File: src/urs_params.svh
// Register offsets, field positions, reset values and encodings of the status reporter.
`ifndef URS_PARAMS_SVH
`define URS_PARAMS_SVH

`define URS_OFF_CTRL      8'h00
`define URS_OFF_STATUS    8'h04
`define URS_OFF_COUNT     8'h08

`define URS_CTRL_EN_BIT   0
`define URS_CTRL_SPD_LSB  1
`define URS_CTRL_SPD_MSB  2
`define URS_CTRL_EN_RST   1'h1
`define URS_CTRL_SPD_RST  2'h0

`define URS_STAT_PEND_BIT 8
`define URS_STAT_DIR_BIT  9
`define URS_STAT_TX_BIT   10

`define URS_RESP_OKAY     2'h0
`define URS_RESP_SLVERR   2'h2

`define URS_TXCMD_XMIT    2'h1
`define URS_VBUS_LOW      2'h0
`define URS_VBUS_SESS     2'h1
`define URS_VBUS_VALIDSES 2'h2
`define URS_VBUS_ABOVE    2'h3
`define URS_EVT_NONE      2'h0
`define URS_EVT_ACTIVE    2'h1
`define URS_EVT_ERROR     2'h3
`define URS_EVT_DISC      2'h2
`define URS_LS_SE0        2'h0
`define URS_LS_J          2'h1
`define URS_LS_K          2'h2

`endif

File: src/urs_pkg.sv
// Types shared by the status reporter modules.
package urs_pkg;

  typedef enum logic [1:0] {
    URS_SPD_FSLS,
    URS_SPD_HS,
    URS_SPD_CHIRP
  } urs_speed_type;

  typedef enum logic [2:0] {
    URS_ST_STARTUP,
    URS_ST_IDLE,
    URS_ST_TURN_ON,
    URS_ST_RX_TURN,
    URS_ST_SEND,
    URS_ST_RECV,
    URS_ST_TURN_OFF
  } urs_state_type;

endpackage : urs_pkg

File: src/urs_status_reporter.sv
// Status byte reporter of a ULPI transceiver with an AXI4-Lite control port.
`timescale 1ns/1ps
`include "urs_params.svh"
module urs_status_reporter
  import urs_pkg::*;
#(
  parameter int CNT_W = 16
) (
  // Clock and reset.
  input  wire logic        clk,
  input  wire logic        rst_n,
  // ULPI bus.
  input  wire logic        stp,
  input  wire logic [7:0]  dataIn,
  output      logic [7:0]  dataOut,
  output      logic        dataOe,
  output      logic        dir,
  output      logic        nxt,
  // Line and comparator levels.
  input  wire logic        dpSe,
  input  wire logic        dmSe,
  input  wire logic        squelch,
  input  wire logic        hsDiffRx,
  input  wire logic        session_end_level,
  input  wire logic        session_valid_level,
  input  wire logic        vbus_valid_level,
  input  wire logic        idPin,
  input  wire logic        altIntLatched,
  // Receiver.
  input  wire logic        rxActive,
  input  wire logic        rxError,
  input  wire logic        rxByteValid,
  input  wire logic [7:0]  rxByte,
  input  wire logic        host_disconnect_event,
  // Mode sequencing.
  input  wire logic        startupDone,
  input  wire logic        asyncExit,
  // AXI4-Lite slave.
  input  wire logic [7:0]  awaddr,
  input  wire logic        awvalid,
  output      logic        awready,
  input  wire logic [31:0] wdata,
  input  wire logic [3:0]  wstrb,
  input  wire logic        wvalid,
  output      logic        wready,
  output      logic [1:0]  bresp,
  output      logic        bvalid,
  input  wire logic        bready,
  input  wire logic [7:0]  araddr,
  input  wire logic        arvalid,
  output      logic        arready,
  output      logic [31:0] rdata,
  output      logic [1:0]  rresp,
  output      logic        rvalid,
  input  wire logic        rready
);

  typedef struct packed {
    urs_state_type  st;
    logic           dir;
    logic           nxt;
    logic [7:0]     dataOut;
    logic           dataOe;
    logic           pending;
    logic           exitPend;
    logic           discFlag;
    logic           linkTx;
    logic           stpPrev;
    logic           ctrlEn;
    urs_speed_type  speed;
    logic [7:0]     lastCmd;
    logic [CNT_W-1:0] count;
    logic           awHeld;
    logic [7:0]     awAddr;
    logic           wHeld;
    logic [31:0]    wData;
    logic [3:0]     wStrb;
    logic           awready;
    logic           wready;
    logic           bvalid;
    logic [1:0]     bresp;
    logic           arready;
    logic           rvalid;
    logic [31:0]    rdata;
    logic [1:0]     rresp;
  } urs_state_all_type;

  urs_state_all_type s;
  urs_state_all_type next_s;

  logic [1:0] lineNow;
  logic [1:0] vbusNow;
  logic [1:0] evtNow;
  logic [7:0] cmdByte;
  logic       lineChg;
  logic       otgChg;
  logic       busIdle;

  always_comb begin
    case (s.speed)
      URS_SPD_HS: begin
        lineNow = squelch ? `URS_LS_SE0 : `URS_LS_J;
      end
      URS_SPD_CHIRP: begin
        lineNow = squelch ? `URS_LS_SE0 : (hsDiffRx ? `URS_LS_J : `URS_LS_K);
      end
      default: begin
        lineNow = {dmSe, dpSe};
      end
    endcase
  end

  always_comb begin
    if (vbus_valid_level) begin
      vbusNow = `URS_VBUS_ABOVE;
    end else if (session_valid_level) begin
      vbusNow = `URS_VBUS_VALIDSES;
    end else if (session_end_level) begin
      vbusNow = `URS_VBUS_LOW;
    end else begin
      vbusNow = `URS_VBUS_SESS;
    end
  end

  always_comb begin
    if (s.discFlag) begin
      evtNow = `URS_EVT_DISC;
    end else if (rxActive && rxError) begin
      evtNow = `URS_EVT_ERROR;
    end else if (rxActive) begin
      evtNow = `URS_EVT_ACTIVE;
    end else begin
      evtNow = `URS_EVT_NONE;
    end
  end

  assign cmdByte = {altIntLatched, idPin, evtNow, vbusNow, lineNow};

  urs_change_detect #(.W(2)) lineWatch (
    .clk     (clk),
    .rst_n   (rst_n),
    .level   (lineNow),
    .changed (lineChg)
  );

  // Comparator watch.
  // Raw comparator outputs are watched, so a change that keeps the VBUS code still reports.
  urs_change_detect #(.W(5)) otgWatch (
    .clk     (clk),
    .rst_n   (rst_n),
    .level   ({altIntLatched, idPin, vbus_valid_level, session_valid_level, session_end_level}),
    .changed (otgChg)
  );

  assign busIdle = !s.dir && !stp && (dataIn == 8'h00) && !s.linkTx;

  always_comb begin
    logic emit;
    logic want;
    logic wrDo;
    logic [7:0] rdA;
    emit   = 1'b0;
    want   = (s.pending && s.ctrlEn) || s.exitPend;
    wrDo   = 1'b0;
    rdA    = 8'h00;
    next_s = s;
    next_s.stpPrev = stp;

    // Link transmit tracking.
    if (!s.dir && (s.st == URS_ST_IDLE) && (dataIn[7:6] == `URS_TXCMD_XMIT)) begin
      next_s.linkTx = 1'b1;
    end else if (s.linkTx) begin
      if (s.speed == URS_SPD_HS) begin
        if (s.stpPrev && !stp) begin
          next_s.linkTx = 1'b0;
        end
      end else if (stp) begin
        next_s.linkTx = 1'b0;
      end
    end

    case (s.st)
      URS_ST_STARTUP: begin
        if (startupDone) begin
          next_s.dir      = 1'b0;
          next_s.exitPend = 1'b1;
          next_s.st       = URS_ST_TURN_OFF;
        end
      end
      URS_ST_IDLE: begin
        next_s.nxt    = 1'b0;
        next_s.dataOe = 1'b0;
        if (rxActive && busIdle) begin
          next_s.dir = 1'b1;
          next_s.nxt = 1'b1;
          next_s.st  = URS_ST_RX_TURN;
        end else if (want && busIdle) begin
          next_s.dir = 1'b1;
          next_s.st  = URS_ST_TURN_ON;
        end
      end
      URS_ST_TURN_ON: begin
        next_s.nxt    = 1'b0;
        next_s.dataOe = 1'b1;
        next_s.st     = URS_ST_SEND;
        emit          = 1'b1;
      end
      URS_ST_RX_TURN: begin
        next_s.dataOe = 1'b1;
        next_s.st     = URS_ST_RECV;
        next_s.nxt    = rxByteValid;
        emit          = !rxByteValid;
        next_s.dataOut = rxByte;
      end
      URS_ST_SEND: begin
        if (rxActive) begin
          next_s.st      = URS_ST_RECV;
          next_s.nxt     = rxByteValid;
          emit           = !rxByteValid;
          next_s.dataOut = rxByte;
        end else if ((lineChg || otgChg || s.pending) && s.ctrlEn) begin
          emit = 1'b1;
        end else begin
          next_s.dir    = 1'b0;
          next_s.dataOe = 1'b0;
          next_s.st     = URS_ST_TURN_OFF;
        end
      end
      URS_ST_RECV: begin
        next_s.nxt     = rxByteValid;
        emit           = !rxByteValid;
        next_s.dataOut = rxByte;
        if (!rxActive && !rxByteValid) begin
          next_s.st = URS_ST_SEND;
        end
      end
      URS_ST_TURN_OFF: begin
        next_s.st = URS_ST_IDLE;
      end
      default: begin
        next_s.st = URS_ST_IDLE;
      end
    endcase

    if (emit) begin
      next_s.dataOut  = cmdByte;
      next_s.lastCmd  = cmdByte;
      next_s.count    = s.count + 1'b1;
      next_s.pending  = 1'b0;
      next_s.exitPend = 1'b0;
      next_s.discFlag = 1'b0;
    end

    // Line and comparator changes do not set pending in a sending cycle; disconnect and exit events win over the clear.
    if ((lineChg || otgChg) && s.ctrlEn && !emit) begin
      next_s.pending = 1'b1;
    end
    if (host_disconnect_event) begin
      next_s.discFlag = 1'b1;
      if (s.ctrlEn) begin
        next_s.pending = 1'b1;
      end
    end
    if (asyncExit) begin
      next_s.exitPend = 1'b1;
    end

    // AXI4-Lite write channel.
    if (awvalid && s.awready) begin
      next_s.awHeld = 1'b1;
      next_s.awAddr = awaddr;
    end
    if (wvalid && s.wready) begin
      next_s.wHeld = 1'b1;
      next_s.wData = wdata;
      next_s.wStrb = wstrb;
    end
    if (s.bvalid && bready) begin
      next_s.bvalid = 1'b0;
    end
    if (next_s.awHeld && next_s.wHeld && !s.bvalid) begin
      wrDo          = 1'b1;
      next_s.awHeld = 1'b0;
      next_s.wHeld  = 1'b0;
      next_s.bvalid = 1'b1;
      next_s.bresp  = `URS_RESP_OKAY;
    end
    if (wrDo) begin
      if (next_s.awAddr == `URS_OFF_CTRL) begin
        if (next_s.wStrb[0]) begin
          next_s.ctrlEn = next_s.wData[`URS_CTRL_EN_BIT];
          next_s.speed  = urs_speed_type'(next_s.wData[`URS_CTRL_SPD_MSB:`URS_CTRL_SPD_LSB]);
        end
      end else if ((next_s.awAddr != `URS_OFF_STATUS) && (next_s.awAddr != `URS_OFF_COUNT)) begin
        next_s.bresp = `URS_RESP_SLVERR;
      end
    end
    next_s.awready = !next_s.awHeld && !next_s.bvalid;
    next_s.wready  = !next_s.wHeld && !next_s.bvalid;

    // AXI4-Lite read channel.
    if (s.rvalid && rready) begin
      next_s.rvalid = 1'b0;
    end
    if (arvalid && s.arready) begin
      rdA           = araddr;
      next_s.rvalid = 1'b1;
      next_s.rresp  = `URS_RESP_OKAY;
      next_s.rdata  = 32'h00000000;
      case (rdA)
        `URS_OFF_CTRL: begin
          next_s.rdata[`URS_CTRL_EN_BIT] = s.ctrlEn;
          next_s.rdata[`URS_CTRL_SPD_MSB:`URS_CTRL_SPD_LSB] = s.speed;
        end
        `URS_OFF_STATUS: begin
          next_s.rdata[7:0]                = s.lastCmd;
          next_s.rdata[`URS_STAT_PEND_BIT] = s.pending;
          next_s.rdata[`URS_STAT_DIR_BIT]  = s.dir;
          next_s.rdata[`URS_STAT_TX_BIT]   = s.linkTx;
        end
        `URS_OFF_COUNT: begin
          next_s.rdata[CNT_W-1:0] = s.count;
        end
        default: begin
          next_s.rresp = `URS_RESP_SLVERR;
        end
      endcase
    end
    next_s.arready = !next_s.rvalid;
  end

  always_ff @(posedge clk or negedge rst_n) begin
    if (!rst_n) begin
      s         <= '0;
      s.st      <= URS_ST_STARTUP;
      s.dir     <= 1'b1;
      s.ctrlEn  <= `URS_CTRL_EN_RST;
      s.speed   <= urs_speed_type'(`URS_CTRL_SPD_RST);
      s.awready <= 1'b1;
      s.wready  <= 1'b1;
      s.arready <= 1'b1;
    end else begin
      s <= next_s;
    end
  end

  assign dataOut = s.dataOut;
  assign dataOe  = s.dataOe;
  assign dir     = s.dir;
  assign nxt     = s.nxt;
  assign awready = s.awready;
  assign wready  = s.wready;
  assign bvalid  = s.bvalid;
  assign bresp   = s.bresp;
  assign arready = s.arready;
  assign rvalid  = s.rvalid;
  assign rdata   = s.rdata;
  assign rresp   = s.rresp;

endmodule : urs_status_reporter

File: src/urs_change_detect.sv
// Flags any change of a sampled level against its value one cycle earlier.
`timescale 1ns/1ps
module urs_change_detect
  import urs_pkg::*;
#(
  parameter int W = 2
) (
  // Clock and reset.
  input  wire logic         clk,
  input  wire logic         rst_n,
  // Watched level and change flag.
  input  wire logic [W-1:0] level,
  output      logic         changed
);

  typedef struct packed {
    logic [W-1:0] prev;
  } urs_chg_state_type;

  urs_chg_state_type s;
  urs_chg_state_type next_s;

  always_comb begin
    next_s      = s;
    next_s.prev = level;
  end

  always_ff @(posedge clk or negedge rst_n) begin
    if (!rst_n) begin
      s <= '0;
    end else begin
      s <= next_s;
    end
  end

  assign changed = (level != s.prev);

endmodule : urs_change_detect

File: config.mk
export PLATFORM = sky130hd
export DESIGN_NAME = urs_status_reporter
export DESIGN_NICKNAME = d
export VERILOG_FILES = /design/src/urs_pkg.sv /design/src/urs_status_reporter.sv /design/src/urs_change_detect.sv
export VERILOG_INCLUDE_DIRS = /design/src
export SDC_FILE = /design/constraint.sdc
export NUM_CORES = 1
export LEC_CHECK = 0
export BUFFER_PORTS_ARGS = -buffer_cell sky130_fd_sc_hd__buf_4
export CAP_MARGIN = 40
export CORE_MARGIN = 1.5
export CORE_UTILIZATION = 55
export CTS_BUF_LIST = sky130_fd_sc_hd__clkbuf_16
export DETAILED_ROUTE_END_ITERATION = 7
export PLACE_DENSITY_LB_ADDON = 0.12
export SLEW_MARGIN = 20
export SYNTH_ARGS = -nofsm -noshare
export SYNTH_HDL_FRONTEND = slang
export SYNTH_SLANG_ARGS = --single-unit
File: constraint.sdc
create_clock -name clk -period 4.46 [get_ports clk]
set_input_delay 0.892 -clock clk [delete_from_list [all_inputs] [get_ports clk]]
set_output_delay 0.892 -clock clk [all_outputs]
set_load 0.03 [all_outputs]
After elaboration in Yosys (flattened, before gate mapping) --
Index checks and enable logic that the tools add are counted.
Operators by class: reduce and logical (&&, ||, !) cells 59, multiplexer cells 59, add/subtract/negate cells 1, equality and inequality tests 22
Operators with widths (count):
- 37-bit two-way mux | 1
- 35-bit two-way mux | 1
- 8-bit one-hot mux with 2 select lines | 2
- 1-bit two-way mux | 26
- 1-bit logical AND | 24
- 8-bit zero test | 3
- 2-bit two-way mux | 10
- 9-bit two-way mux | 2
- 3-bit one-hot mux with 6 select lines | 1
- 16-bit by 1-bit adder with 16-bit output, second input constant | 1
- 4-bit two-way mux | 4
- 3-bit nonzero test | 5
- 3-bit two-way mux | 4
- 1-bit zero test | 11
- 2-bit != test, second input constant | 5
- 1-bit one-hot mux with 3 select lines | 3
- 3-bit one-hot mux with 3 select lines | 1
- 8-bit by 3-bit == test with 1-bit output, second input constant | 1
- 8-bit by 4-bit == test with 1-bit output, second input constant | 1
- 8-bit two-way mux | 1
- 8-bit by 3-bit != test with 1-bit output, second input constant | 1
- 8-bit by 4-bit != test with 1-bit output, second input constant | 1
- 3-bit by 2-bit == test with 1-bit output, second input constant | 2
- 3-bit == test, second input constant | 2
- other kinds (20) | 28
Word-level totals: word-level logic and storage cells 172, output and inout port bits 52, bits in registers 124, input bits 91

Depth between registers and ports, before layout --
depth after elaboration 15, mapped depth 10, gate-level depth less buffers 8

By module --
Synthesis repeated with hierarchy kept, for this count alone.
Second synthesis, totals: cells, all modules 416, area total of the unflattened synthesis 4521.8 sq um
Modules (own cells, without submodules):
- urs_status_reporter | area each 4271.6 sq um, cells each 399, seq. area each 2108.3 sq um, instances 1
- urs_change_detect at otgWatch | area each 178.9 sq um, cells each 12, seq. area each 125.1 sq um, instances 1
- urs_change_detect at lineWatch | area each 71.3 sq um, cells each 5, seq. area each 50.0 sq um, instances 1

Worst setup path after synthesis --
No wires, ideal clock.
path type in2reg, start point input dmSe, end point register s[104] in the netlist's numbering, data required time 4335 ps, library setup time 125 ps, path buffers 1, setup slack 1918 ps, data arrival time 2417 ps, stages 6, cell sequence and2_1 -> or3_4 -> a2111oi_4 -> a31oi_1 -> buf_4 -> mux2_4
On the way: cells in the longest elaborated chain, start to end 8
Ends and longest elaborated chain:
- start: declaration | line urs_status_reporter.sv:21 | input wire logic dmSe,
- 2-bit one-hot mux with 2 select lines (*) | line urs_status_reporter.sv:100 | case (s.speed)
- 2-bit != test | line urs_change_detect.sv:36 | assign changed = (level != s.prev);
- 1-bit logical OR (2 in series) | line urs_status_reporter.sv:221 | end else if ((lineChg || otgChg || s.pending) && s.ctrlEn) begin
- 1-bit logical AND | line urs_status_reporter.sv:221
- 1-bit two-way mux | line urs_status_reporter.sv:221
- 1-bit two-way mux | line urs_status_reporter.sv:216 | if (rxActive) begin
- 1-bit one-hot mux with 3 select lines | line urs_status_reporter.sv:182 | case (s.st)
- end signal: assignment | line urs_status_reporter.sv:343 | s <= next_s;
- end: declaration | line urs_status_reporter.sv:88 | urs_state_all_type s;
Mark *: on every way between the ends. The rest lies on a longest branch, timed or not. A chain may end at the register's enable or synchronous reset.

Worst setup path in the final report --
start point register s[111] in the netlist's numbering, end point register s[103] in the netlist's numbering
On the way: cells in the longest elaborated chain, start to end 9, elaborated cells on any way between the ends 10, classes of those cells eq/ne (3); mux (4); reduce/logical (3)
Ends and longest elaborated chain (line):
- 2-bit == test / 2-bit by 1-bit == test with 1-bit output (equally long branches) | urs_status_reporter.sv:100
- 2-bit one-hot mux with 2 select lines (*) | urs_status_reporter.sv:100
- 2-bit != test | urs_change_detect.sv:36
- 1-bit logical OR (2 in series) | urs_status_reporter.sv:221
- 1-bit logical AND | urs_status_reporter.sv:221
- 1-bit two-way mux | urs_status_reporter.sv:221
- 1-bit two-way mux | urs_status_reporter.sv:216
- 1-bit one-hot mux with 3 select lines | urs_status_reporter.sv:182
Marked as above.

==> results.md <==
* Setup Skew at 0.00723 ns
* Synth top area share at 48.7%
* Ys Warns at 0
* Die X at 92.7 um
* Final period utilization at 66.5%
* WL/cell at 14.7 um
* Share of layout cells above drive strength 1 at 28.3%
* Most frequent cells in the layout: 97 x buf_4, 86 x dfrtp_1, 51 x nand2_1
* Remaining antenna violation count at 0
* R2R cell count at 8
* Max clock buf depth at 2
* Crit start category: register
* Clk Latency, worst-skew pair at 0.33 ns
* Core box area at 7770 sq um
* Setup WS pre-CTS at 1.28 ns
* MaxCap Viol Count at 0
* Port Buf Inserts at 93
* Inserted Diodes at 0
* Ys async rst share at 100%
* Commonest non-fill, non-tap cell in the layout: buf_4
* Synth top area cells: dfrtp_1 49%, buf_4 8.1%, nand2_1 4.3%
* Average size of a mapped cell at 10.3 sq um
* FP Rows at 32
* Die area at 8590 sq um
* Die height at 92.7 um
* Setup_tns at 0 ns
* Worst Setup End Kind: register
* Vias in the first global route at 3,193
* Unrepaired setup endpoints after global routing: false
* Total wire length at 8.85 mm
* Clk sink count at 91
* Reg clk slew, reported paths at 0.07 ns
* Htree depth at 3
* Maximum VDD drop at 0.000294 V
* Drt pass-1 iters at 4
* Outcome: finished clean
* Internal power at 2020 uW
* Filler instances at 620
* Switch share at 34.2%
* FMAX at 337 MHz
* Clock power share at 27.6%
* Largest net degree at the start of global routing at 53
* Num ports at 143
* Leak Pwr at 0.00245 uW
* Sw power at 1050 uW
* Hold crit path type: input pin to async pin
* Remaining DRCs at 0
* Setup ws final at 1.49 ns
* Top cell type by total area after synthesis: dfrtp_1
* Share of power burned in registers at 40.9%
* Hold-fix buffers, CTS at 0
* GR Overflow Total at 0
* Synth Flop Type: dfrtp_1
* CTS Root Cell: clkbuf_16
* Postcts setup bufs at 0
* Post-Synthesis Cells at 430
* GR Util All Layers at 22.2%
* Arrival time worst endpoint at 3.18 ns
* Initial antenna violation count at 0
* Initial Utilization at 56.9%
* Vias per std cell at 5.30
* Final min period at 2.97 ns
* Post-Syn Area at 4420 sq um
* Crit path kind: register to register
* Post_cts resized at 0
* First-pass GRT wire length at 15.0 mm
* Final Hold Fails at 0
* Synth-to-Final Area Change at 20.0%
* Final Net Count at 590
* Reg2reg end: s[103]
* Seq/Total Area, Yosys at 51.6%
* Max-slew headroom at 45.7%
* Dpl hpwl at 6.41 mm
* Total CTS buffers at 9
* DR iter-0 viols at 111
* Crit path max fanout at 14
* Measured slew at the worst slew-check pin at 0.811 ns
* CTS tree: built
* GP Congestion at 0.781
* Unique masters post-synth at 50
* R2R Setup Slk at 1.49 ns
* Data required, critical path at 4.67 ns
* Logic gate share of total power at 31.5%
* Post-synth EDFFs at 0
* Pwr Density at 579 nW/um^2
* Synth Register Bits at 91
* Via count at 3,198
* Reg2reg start: s[111]
* # setup viols final at 0
* Final Slew Violations at 0
flip-flops by register name, summed over array words and instances (netlist names), named ones only:
name / count
arready: 1
awready: 1
bresp: 1
bvalid: 1
dataOe: 1
dataOut: 8
dir: 1
lineWatch.s: 2
nxt: 1
otgWatch.s: 5
rdata: 16
rresp: 1
rvalid: 1
s: 49
wready: 1
synthesized netlist by cell type, drive strengths merged (3+ instances only):
cell / count
mux2i: 11
o21ai: 34
a22oi: 8
xor2: 3
nand4: 5
a22o: 4
dfrtp: 86
nor3: 10
xnor2: 18
ha: 3
nor4: 4
nand3: 11
mux2: 17
and3: 4
nor2b: 7
a21oi: 21
clkbuf: 10
nand2: 51
nor2: 26
dfstp: 5
inv: 10
buf: 50
cells by family after synthesis:
| group | after synthesis | synth area share [%] |
|---|---|---|
| muxes | 28 | 6.90 |
| xor gates and xnor gates | 21 | 4.16 |
| AOI/OAI and AO/OA | 83 | 11.9 |
| and+or+nand+nor | 133 | 14.4 |
| buffers and inverters | 70 | 10.1 |
| DFF | 91 | 51.6 |
| other | 1 | 0.0848 |
| adders and majority gates | 3 | 0.849 |
metrics by stage:
| step | total power (uW) | util [%] | hold slack, ns | cells | area, sq um |
|---|---|---|---|---|---|
| floorplan | 2000 | - | 0.445 | 446 | 4480 |
| detailed placement | 2220 | 63.7 | 0.472 | 585 | 4950 |
| CTS | 3080 | 68.0 | 0.436 | 601 | 5280 |
| global placement | 2180 | 63.4 | 0.462 | 584 | 4920 |
| finish | 3070 | 68.3 | 0.437 | 603 | 5310 |
| global route | 3250 | 68.3 | 0.445 | 603 | 5310 |
power groups by stage:
stage	clock, uW	sequential [uW]	combinational (uW)
final	847	1260	967
after global routing	897	1290	1060
after CTS	858	1260	965
after detailed placement	0	1270	956
after global placement	0	1260	927
after floorplan	0	1230	763
layer usage:
metal,up-vias,GRT usage [%],routed length [um]
met5,-,0,0
met4,0,7.20,125
met3,9,3.78,361
met2,78,37.3,4460
met1,1560,29.4,3900
li1,1551,-,-
cell type report:
class / instances / area [sq um] / area share (%)
clock buffers: 9 / 225 / 4.24
clock inverters: 7 / 109 / 2.05
inverters: 10 / 37.5 / 0.707
multi-input cells: 285 / 1750 / 33.0
flip-flops and latches: 91 / 2280 / 43.0
well taps: 102 / 128 / 2.41
repair buffers: 99 / 771 / 14.5
worst max path at each step:
stage	startpoint	endpoint	slack [ns]	cells after the start
floorplan	dmSe	s[104]	1.92	6
global placement	dmSe	s[103]	1.31	7
detailed placement	dmSe	s[103]	1.28	7
CTS	s[111]	s[103]	1.47	8
global route	s[111]	s[103]	1.31	8
finish	s[111]	s[103]	1.49	8
worst max-delay path: stages, from the launching register on:
cell,delay (ns)
dfrtp_1,0.40
inv_1,0.06
ha_1,0.35
and2_1,0.18
o21ai_0,0.33
a2111oi_4,0.15
a31oi_1,0.70
buf_4,0.34
mux2_2,0.35
(Power assumes the default switching activity.)
